[src/common/arop_pkg.sv]
// Constants and types for the converter result output port
package arop_pkg;
   localparam int RESULT_W = 15;
   localparam int BYTE_W = 8;
   localparam int BUS_W = 16;
   localparam logic [15:0] RESULT_RST = 16'h0000;
   localparam int LOAD_PULSE_NS = 100;
   localparam int CLK_NS = 10;
   localparam int LOAD_PULSE_CYC = (LOAD_PULSE_NS + CLK_NS - 1) / CLK_NS;
   localparam int STROBE_NS = 100;
   localparam int STROBE_CYC = (STROBE_NS + CLK_NS - 1) / CLK_NS;
   localparam logic [3:0] LOAD_PULSE_CNT = 4'(LOAD_PULSE_CYC);
   localparam logic [3:0] STROBE_CNT = 4'(STROBE_CYC);
   typedef enum logic [2:0] {
      AROP_IDLE,
      AROP_WAIT_UP,
      AROP_LOAD_UP,
      AROP_WAIT_LO,
      AROP_LOAD_LO
   } arop_hs_state_t;
endpackage : arop_pkg

[src/core/arop_pulse.sv]
// Low-going pulse generator of fixed length
`timescale 1ns/100ps
module arop_pulse
   import arop_pkg::*;
#(
   parameter logic [3:0] LEN = 4'h1
) (
   input wire logic clk,
   input wire logic rst,
   input wire logic fire,
   output logic pulse_n,
   output logic busy
);
   logic [3:0] cnt_q;
   logic [3:0] cnt_d;
   logic pulse_n_q;
   logic pulse_n_d;

   always_comb begin
      cnt_d = cnt_q;
      if (fire && cnt_q == 4'h0) begin
         cnt_d = LEN;
      end else if (cnt_q != 4'h0) begin
         cnt_d = cnt_q - 4'h1;
      end
      pulse_n_d = !(cnt_d != 4'h0);
   end

   always_ff @(posedge clk) begin
      if (rst) begin
         cnt_q <= 4'h0;
         pulse_n_q <= 1'b1;
      end else begin
         cnt_q <= cnt_d;
         pulse_n_q <= pulse_n_d;
      end
   end

   assign pulse_n = pulse_n_q;
   assign busy = cnt_q != 4'h0;
endmodule : arop_pulse

[src/core/arop_port.sv]
// Result output port: bus read mode and byte handshake mode
`timescale 1ns/100ps
module arop_port
   import arop_pkg::*;
(
   input wire logic clk,
   input wire logic rst,
   input wire logic [14:0] conv_result,
   input wire logic conv_sign,
   input wire logic conv_done,
   input wire logic chip_select_n,
   input wire logic upper_byte_output_en_n,
   input wire logic lower_byte_output_en_n,
   input wire logic output_protocol_select,
   input wire logic peer_ready_request,
   output logic [15:0] data_out,
   output logic [15:0] data_oe,
   output logic result_update_strobe_n,
   output logic load_pulse_n,
   output logic upper_byte_flag_n,
   output logic lower_byte_flag_n,
   output logic handshake_active
);
   arop_hs_state_t st_q, st_d;
   logic [15:0] latch_q, latch_d;
   logic hs_q, hs_d;
   logic pend_q, pend_d;
   logic [15:0] dout_q, dout_d;
   logic [15:0] oe_q, oe_d;
   logic uflag_q, uflag_d;
   logic lflag_q, lflag_d;
   logic sel_q, sel_d;
   logic load_fire;
   logic load_busy;
   logic strobe_fire;
   logic lat_upd;

   // Sign sits on bit 15 beside the upper seven magnitude bits
   function automatic logic [15:0] byte_mask(input logic up, input logic lo);
      byte_mask = {{BYTE_W{up}}, {BYTE_W{lo}}};
   endfunction : byte_mask

   always_comb begin
      st_d = st_q;
      latch_d = latch_q;
      hs_d = hs_q;
      pend_d = pend_q;
      uflag_d = uflag_q;
      lflag_d = lflag_q;
      sel_d = output_protocol_select;
      load_fire = 1'b0;
      lat_upd = 1'b0;
      // Frozen while the flop is set so both bytes match
      if (conv_done && !hs_q) begin
         latch_d = {conv_sign, conv_result};
         lat_upd = 1'b1;
      end
      // Held-high select re-arms after every conversion done outside a handshake
      if (conv_done && !hs_q && output_protocol_select) begin
         pend_d = 1'b1;
      end
      unique case (st_q)
         AROP_IDLE: begin
            // Rising select, flop clear; tied high waits
            if (output_protocol_select && !sel_q && !conv_done) begin
               hs_d = 1'b1;
               pend_d = 1'b0;
               st_d = AROP_WAIT_UP;
            end else if (pend_q) begin
               hs_d = 1'b1;
               pend_d = 1'b0;
               st_d = AROP_WAIT_UP;
            end
         end
         AROP_WAIT_UP: begin
            if (peer_ready_request) begin
               uflag_d = 1'b0;
               load_fire = 1'b1;
               st_d = AROP_LOAD_UP;
            end
         end
         AROP_LOAD_UP: begin
            // Wait for the pulse to end before polling again
            if (!load_busy && !load_fire) begin
               st_d = AROP_WAIT_LO;
            end
         end
         AROP_WAIT_LO: begin
            // Peer drops request after a load, so no double send
            if (peer_ready_request) begin
               uflag_d = 1'b1;
               lflag_d = 1'b0;
               load_fire = 1'b1;
               st_d = AROP_LOAD_LO;
            end
         end
         AROP_LOAD_LO: begin
            if (!load_busy) begin
               lflag_d = 1'b1;
               hs_d = 1'b0;
               st_d = AROP_IDLE;
            end
         end
      endcase
   end

   always_comb begin
      dout_d = latch_q;
      oe_d = 16'h0000;
      if (hs_q) begin
         // Next flags, so the byte stands with the load pulse
         if (!uflag_d) begin
            dout_d = {latch_q[15:8], latch_q[15:8]};
            oe_d = byte_mask(1'b1, 1'b1);
         end else if (!lflag_d) begin
            dout_d = {latch_q[7:0], latch_q[7:0]};
            oe_d = byte_mask(1'b1, 1'b1);
         end
      end else if (!chip_select_n) begin
         // Each byte enable independent; both give 16 bits
         oe_d = byte_mask(!upper_byte_output_en_n, !lower_byte_output_en_n);
      end
   end

   always_ff @(posedge clk) begin
      if (rst) begin
         st_q <= AROP_IDLE;
         latch_q <= RESULT_RST;
         hs_q <= 1'b0;
         pend_q <= 1'b0;
         dout_q <= 16'h0000;
         oe_q <= 16'h0000;
         uflag_q <= 1'b1;
         lflag_q <= 1'b1;
         sel_q <= 1'b0;
      end else begin
         st_q <= st_d;
         latch_q <= latch_d;
         hs_q <= hs_d;
         pend_q <= pend_d;
         dout_q <= dout_d;
         oe_q <= oe_d;
         uflag_q <= uflag_d;
         lflag_q <= lflag_d;
         sel_q <= sel_d;
      end
   end

   assign strobe_fire = lat_upd;

   arop_pulse #(.LEN(LOAD_PULSE_CNT)) u_load (
      .clk(clk),
      .rst(rst),
      .fire(load_fire),
      .pulse_n(load_pulse_n),
      .busy(load_busy)
   );

   // Rising edge after the latch changes clocks an external port
   arop_pulse #(.LEN(STROBE_CNT)) u_strobe (
      .clk(clk),
      .rst(rst),
      .fire(strobe_fire),
      .pulse_n(result_update_strobe_n),
      .busy()
   );

   assign data_out = dout_q;
   assign data_oe = oe_q;
   assign upper_byte_flag_n = uflag_q;
   assign lower_byte_flag_n = lflag_q;
   assign handshake_active = hs_q;
endmodule : arop_port

[config.mk]
export PLATFORM = sky130hd
export DESIGN_NAME = arop_port
export DESIGN_NICKNAME = d
export VERILOG_FILES = /design/src/common/arop_pkg.sv /design/src/core/arop_pulse.sv /design/src/core/arop_port.sv
export SDC_FILE = /design/constraint.sdc
export NUM_CORES = 1
export LEC_CHECK = 0
export ABC_AREA = 1
export BUFFER_PORTS_ARGS = -buffer_cell sky130_fd_sc_hd__buf_4
export CAP_MARGIN = 25
export CORE_MARGIN = 1
export CORE_UTILIZATION = 47
export DETAILED_ROUTE_END_ITERATION = 8
export HOLD_SLACK_MARGIN = 0.03
export PLACE_DENSITY = 0.79
export SLEW_MARGIN = 20
export SYNTH_ARGS = -nofsm -noshare
export SYNTH_HDL_FRONTEND = slang
export SYNTH_SLANG_ARGS = --single-unit
export TNS_END_PERCENT = 30
[constraint.sdc]
create_clock -name clk -period 1.6 [get_ports clk]
set_clock_uncertainty 0.2 [all_clocks]
set_input_delay 0.24 -clock clk [delete_from_list [all_inputs] [get_ports clk]]
set_output_delay 0.24 -clock clk [all_outputs]
set_load 0.01 [all_outputs]
## After elaboration in Yosys (flattened, before gate mapping)

Cells that the tools add are included.

| cells by class | value |
|---|---|
| add/sub/neg operators | 2 |
| reductions and logical operators | 24 |
| equal/unequal tests | 9 |
| muxes and demuxes | 35 |

Operator list:

| cell | count |
|---|---|
| $mux 16 | 7 |
| $mux 3 | 6 |
| $mux 4 | 4 |
| $reduce_bool 4->1 | 4 |
| $pmux 3 s5 | 1 |
| $mux 1 | 14 |
| $logic_not 4->1 | 2 |
| $ne 2x2->1 const B | 4 |
| $sub 4x1->4 const B | 2 |
| $logic_not 1->1 | 7 |
| $eq 3x2->1 const B | 2 |
| $logic_and 1x1->1 | 6 |
| $pmux 1 s2 | 3 |
| $reduce_and 5->1 | 1 |
| $eq 3x1->1 const B | 1 |
| $eq 3x3->1 const B | 1 |
| $logic_not 3->1 | 1 |
| $ne 3x3->1 const B | 1 |
| $reduce_and 3->1 | 1 |
| $reduce_bool 2->1 | 1 |
| $reduce_or 2->1 | 1 |

| word-level totals | value |
|---|---|
| bits in registers | 66 |
| input bits | 24 |
| output and inout bits | 37 |
| word-level logic and storage cells | 83 |

## Longest topological paths before layout

| depth | value |
|---|---|
| word-level depth | 7 |
| depth in mapped cells | 10 |

## By module

Synthesis repeated with hierarchy kept, for this count alone.

| unflattened totals | value |
|---|---|
| cell total of the unflattened synthesis | 329 |
| area total of the unflattened synthesis | 2,368.5 um2 |

By module, submodules not included:

| module | cells an instance | area an instance (um2) | instances |
|---|---|---|---|
| arop_port | 245 | 1,823.0 | 1 |
| arop_pulse | 42 | 272.8 | 2 |

## Worst setup path after synthesis

Ideal clock, no wire load.

| path | value |
|---|---|
| path type | reg2reg |
| from | reg u_load.cnt_q[0] |
| to | reg dout_q[12] (netlist: data_out[12]) |
| period minus slack after synthesis | 1.566 ns |
| data arrival time | 1.254 ns |
| required time | 1.287 ns |
| stages on the path, launching flop included | 9 |
| path buffers | 0 |
| setup slack | 0.034 ns |
| setup time | 0.113 ns |
| path through | dfxtp_1 -> inv_1 -> ha_1 -> nand2_1 -> nor2_1 -> nor2_2 -> nand4_1 -> nand2_1 -> nor2_1 |

| on the way | value |
|---|---|
| word-level cells in the longest chain between the ends | 6 |

Ends and longest elaborated chain:

| what | line | source |
|---|---|---|
| start: declaration | arop_pulse.sv:14 | `logic [3:0] cnt_q;` |
| start signal: assignment | arop_pulse.sv:34 | `cnt_q <= cnt_d;` |
| $reduce_bool 4->1 | arop_pulse.sv:40 | `assign busy = cnt_q != 4'h0;` |
| $mux 1 | arop_port.sv:98 | `if (!load_busy) begin` |
| $pmux 1 s2 | arop_port.sv:62 | `unique case (st_q)` |
| $mux 16 | arop_port.sv:115 | `end else if (!lflag_d) begin` |
| $mux 16 | arop_port.sv:112 | `if (!uflag_d) begin` |
| $mux 16 | arop_port.sv:110 | `if (hs_q) begin` |
| end signal: assignment | arop_port.sv:141 | `dout_q <= dout_d;` |
| end: declaration | arop_port.sv:28 | `logic [15:0] dout_q, dout_d;` |

No other way between the ends.
A chain may end at the register's enable or synchronous reset.

## Final worst setup path

| path | value |
|---|---|
| from | reg u_load.cnt_q[0] |
| to | reg dout_q[13] (netlist: data_out[13]) |

Same word-level chain as after synthesis.

==> summary.txt <==
Outcome
  – Status: complete, but fails checks
  – Violated checks: hold timing

Finish
  – Commonest non-fill, non-tap cell in the layout: buf_4
  – Reg area: 1050 sq um
  – Layout cells sized above 1: 31.3%
  – Final design utilization: about 67%
  – Multi-input logic area: between 1000 and 1500 sq um
  – Inserted Diodes: 0
  – Most frequent cells in the layout: buf_4 (73), nor2_1 (54), nand2_1 (51)
  – Fillers: roughly 380
  – Layout area overhead: 35.0%
  – # nets final: approximately 420

Setup path
  – WS Path Type: reg -> reg
  – Worst path cell trace: inv_2 -> ha_4 -> nand2_2 -> nor2_4 -> nand2_2 -> nand3_4 -> nor2_8 -> nor2_1 -> nor2_1
  – Delay-heaviest family, CP: simple AND/OR/NAND/NOR gates
  – Max incr delay on CP: roughly 370 ps
  – CP max FO: 8
  – Critical-path top delay cell: dfxtp_2
  – Bufs and invs on worst path: 1
  – Critical Path RT: 1650 ps
  – Setup crit start kind: flip-flop
  – Crit path DAT: about 1600 ps
  – Crit end category: flip-flop

Clock tree
  – Worst-path clk slew: around 90 ps
  – CTS Sinks: 52
  – Cts hold-fix bufs: 16
  – Clock buffer count from CTS: 5
  – CTS root buf: clkbuf_8
  – CTS tree: done
  – Htree depth: 2
  – Clock buffer depth: 2
  – Clk Latency, worst-skew pair: approximately 300 ps
  – Postcts setup bufs: 0

Yosys
  – Yosys top cell by area: dfxtp_1
  – Syn Nets: 341
  – Mapped Cells: 315
  – Post-synthesis cell area: 2340 sq um
  – Yosys warns: 0
  – Syn Area/Cell: 7.44 sq um
  – Yosys cell types: 29
  – Area share of the largest cell type after synthesis: around 44%
  – Flops & latches, synth: 52
  – Register area share after synthesis: around 44%
  – Main area contributors after synthesis: dfxtp_1 (44%), nor2_1 (9.1%), nand2_1 (8.6%)

STA
  – Headroom to the max-slew limit: between 80% and 90%
  – Fin. Hold Viols: 6
  – TNS Setup: 0 ps
  – Min cycle time layout: 1510 ps
  – Final period util: between 90% and 100%
  – Final setup violation count: 0
  – Slew Viols, Final: 0
  – Worst Tran Pin Value: ~280 ps
  – Worst Hold Slack: -36.9 ps
  – RSZ-0062 raised after global routing: yes
  – F_max: between 600 and 700 MHz

Die
  – Initial Util: between 40% and 50%
  – Die height: roughly 73 microns
  – Die area: between 5000 and 6000 sq um
  – I/O pin count: between 60 and 70
  – Rows: 25
  – DIE WIDTH: roughly 73 microns
  – Core ar.: ~4800 sq um

Hold path
  – Min-Delay Path Class: in -> reg

Placement
  – Detailed-placement wirelength estimate: 3.52 mm
  – Gpl congestion: roughly 0.83
  – I/O Buffers: 60

Pwr
  – Power per cell area: about 1400 nW/um^2
  – Worst vdd ir: 0.000737 V
  – Static Leak: between 1.5 and 2 nW
  – Power, Total: about 4.5 mW

Routing
  – # DRC: 0
  – Via count: around 2200
  – 1st-pass router iterations: 4
  – Post-route ant nets: 0
  – Routed WL: between 5 and 6 mm
  – Initial DRC Count: 145
  – Via/cell ratio: between 4 and 5
  – DR WL/cell: 11.6 microns

Job
  – Max_cap viols: 0

GRT
  – Largest net degree at the start of global routing: 23
  – Initial antenna violation count: 0
  – Global route overflow: 0
  – First-pass GRT wire length: roughly 8.5 mm
  – Number of global-route vias before repair: approximately 2000
  – GRT Util Overall: between 20 and 25%
-- power by group --
part	switching [mW]	leakage, nW	internal [mW]
Combinational	1.07	1.09	0.810
Clock	0.420	0.0552	0.464
Sequential	0.172	0.431	1.56
Total	1.66	1.58	2.83
-- worst register-to-register path, delay by kind of cell (launching register included) --
family / cells / cell delay, ps
adder cells (fa/ha/maj): 1 / 170
AND/OR/NAND/NOR: 7 / 660
flip-flops: 1 / 370
buffers and inverters: 1 / 60
-- through the flow --
step / cell area, sq um / instances / worst slack, ps
3_3_place_gp: 2840 / 433 / 24.8
4_1_cts: 3110 / 457 / -17.9
2_1_floorplan: 2340 / 315 / 33.7
3_5_place_dp: 2840 / 433 / -29.4
5_1_grt: 3160 / 457 / -32.8
6_report: 3160 / 457 / 86.6
-- what timing repair did --
item / in CTS / in global routing
pin swaps: 0 / 2
gates resized for setup: 1 / 19
setup endpoints to repair: 6 / 22
hold endpoints to repair: 22 / 6
-- routing by layer --
| metal | track usage [%] | vias up | part of all wire (%) |
|---|---|---|---|
| met1 | 24.2 | 963 | 43 |
| met5 | 0 | - | 0 |
| li1 | - | 1123 | - |
| met4 | 8.50 | 0 | 1.8 |
| met3 | 4.56 | 12 | 5.4 |
| met2 | 36.7 | 70 | 49 |
-- logic make-up after synthesis --
family,after synthesis,synth area share [%]
AO/OA/AOI/OAI,41,8.80
buffers and inverters,61,13.2
AND/OR/NAND/NOR,157,31.8
XOR/XNOR,2,0.747
adder cells (fa/ha/maj),2,1.07
flip-flops,52,44.4
-- final cells by class --
class	count	area share [%]
clock inverter	2	1.11
timing repair buffer	90	23.0
tap	67	2.65
inverter	38	4.67
sequential	52	33.1
clock buffer	6	2.29
multi-input combinational	202	33.2
-- path summary, 6_finish.rpt --
check / startpoint / end / slack [ps] / cells past startpoint
worst min register to register: latch_q[5] / latch_q[5] / 280 / 2
worst max-delay path: u_load.cnt_q[0] / data_out[13] / 90 / 9
worst min-delay path: rst / st_q[2] / -40 / 2
worst max register to register: u_load.cnt_q[0] / data_out[13] / 90 / 9
-- state kept, by name (all words and copies together) (netlist names), 2 cells and up --
register and count:
u_strobe.cnt_q 4, data_oe 2, st_q 3, u_load.cnt_q 4
latch_q 16, data_out 16
-- synthesized netlist by cell type --
library cell and number:
nand2_2 1, nand2_1 54, o21ai_1 6, clkbuf_1 3, dfxtp_1 52, nor2_2 10
ha_1 2, clkinv_1 1, nor2_8 1, buf_2 5, nor2_1 57, a31oi_1 1
a21oi_1 15, nand2_4 3, nand2_8 1, nor2_4 1, and2_1 1, buf_12 1
nand4_1 9, nand3_1 13, inv_6 1, nor3_1 4, buf_4 14, xor2_1 2
inv_1 32, nand3_4 1, o21ai_0 19, nand3_2 1, inv_2 4
(Power assumes the default switching activity.)
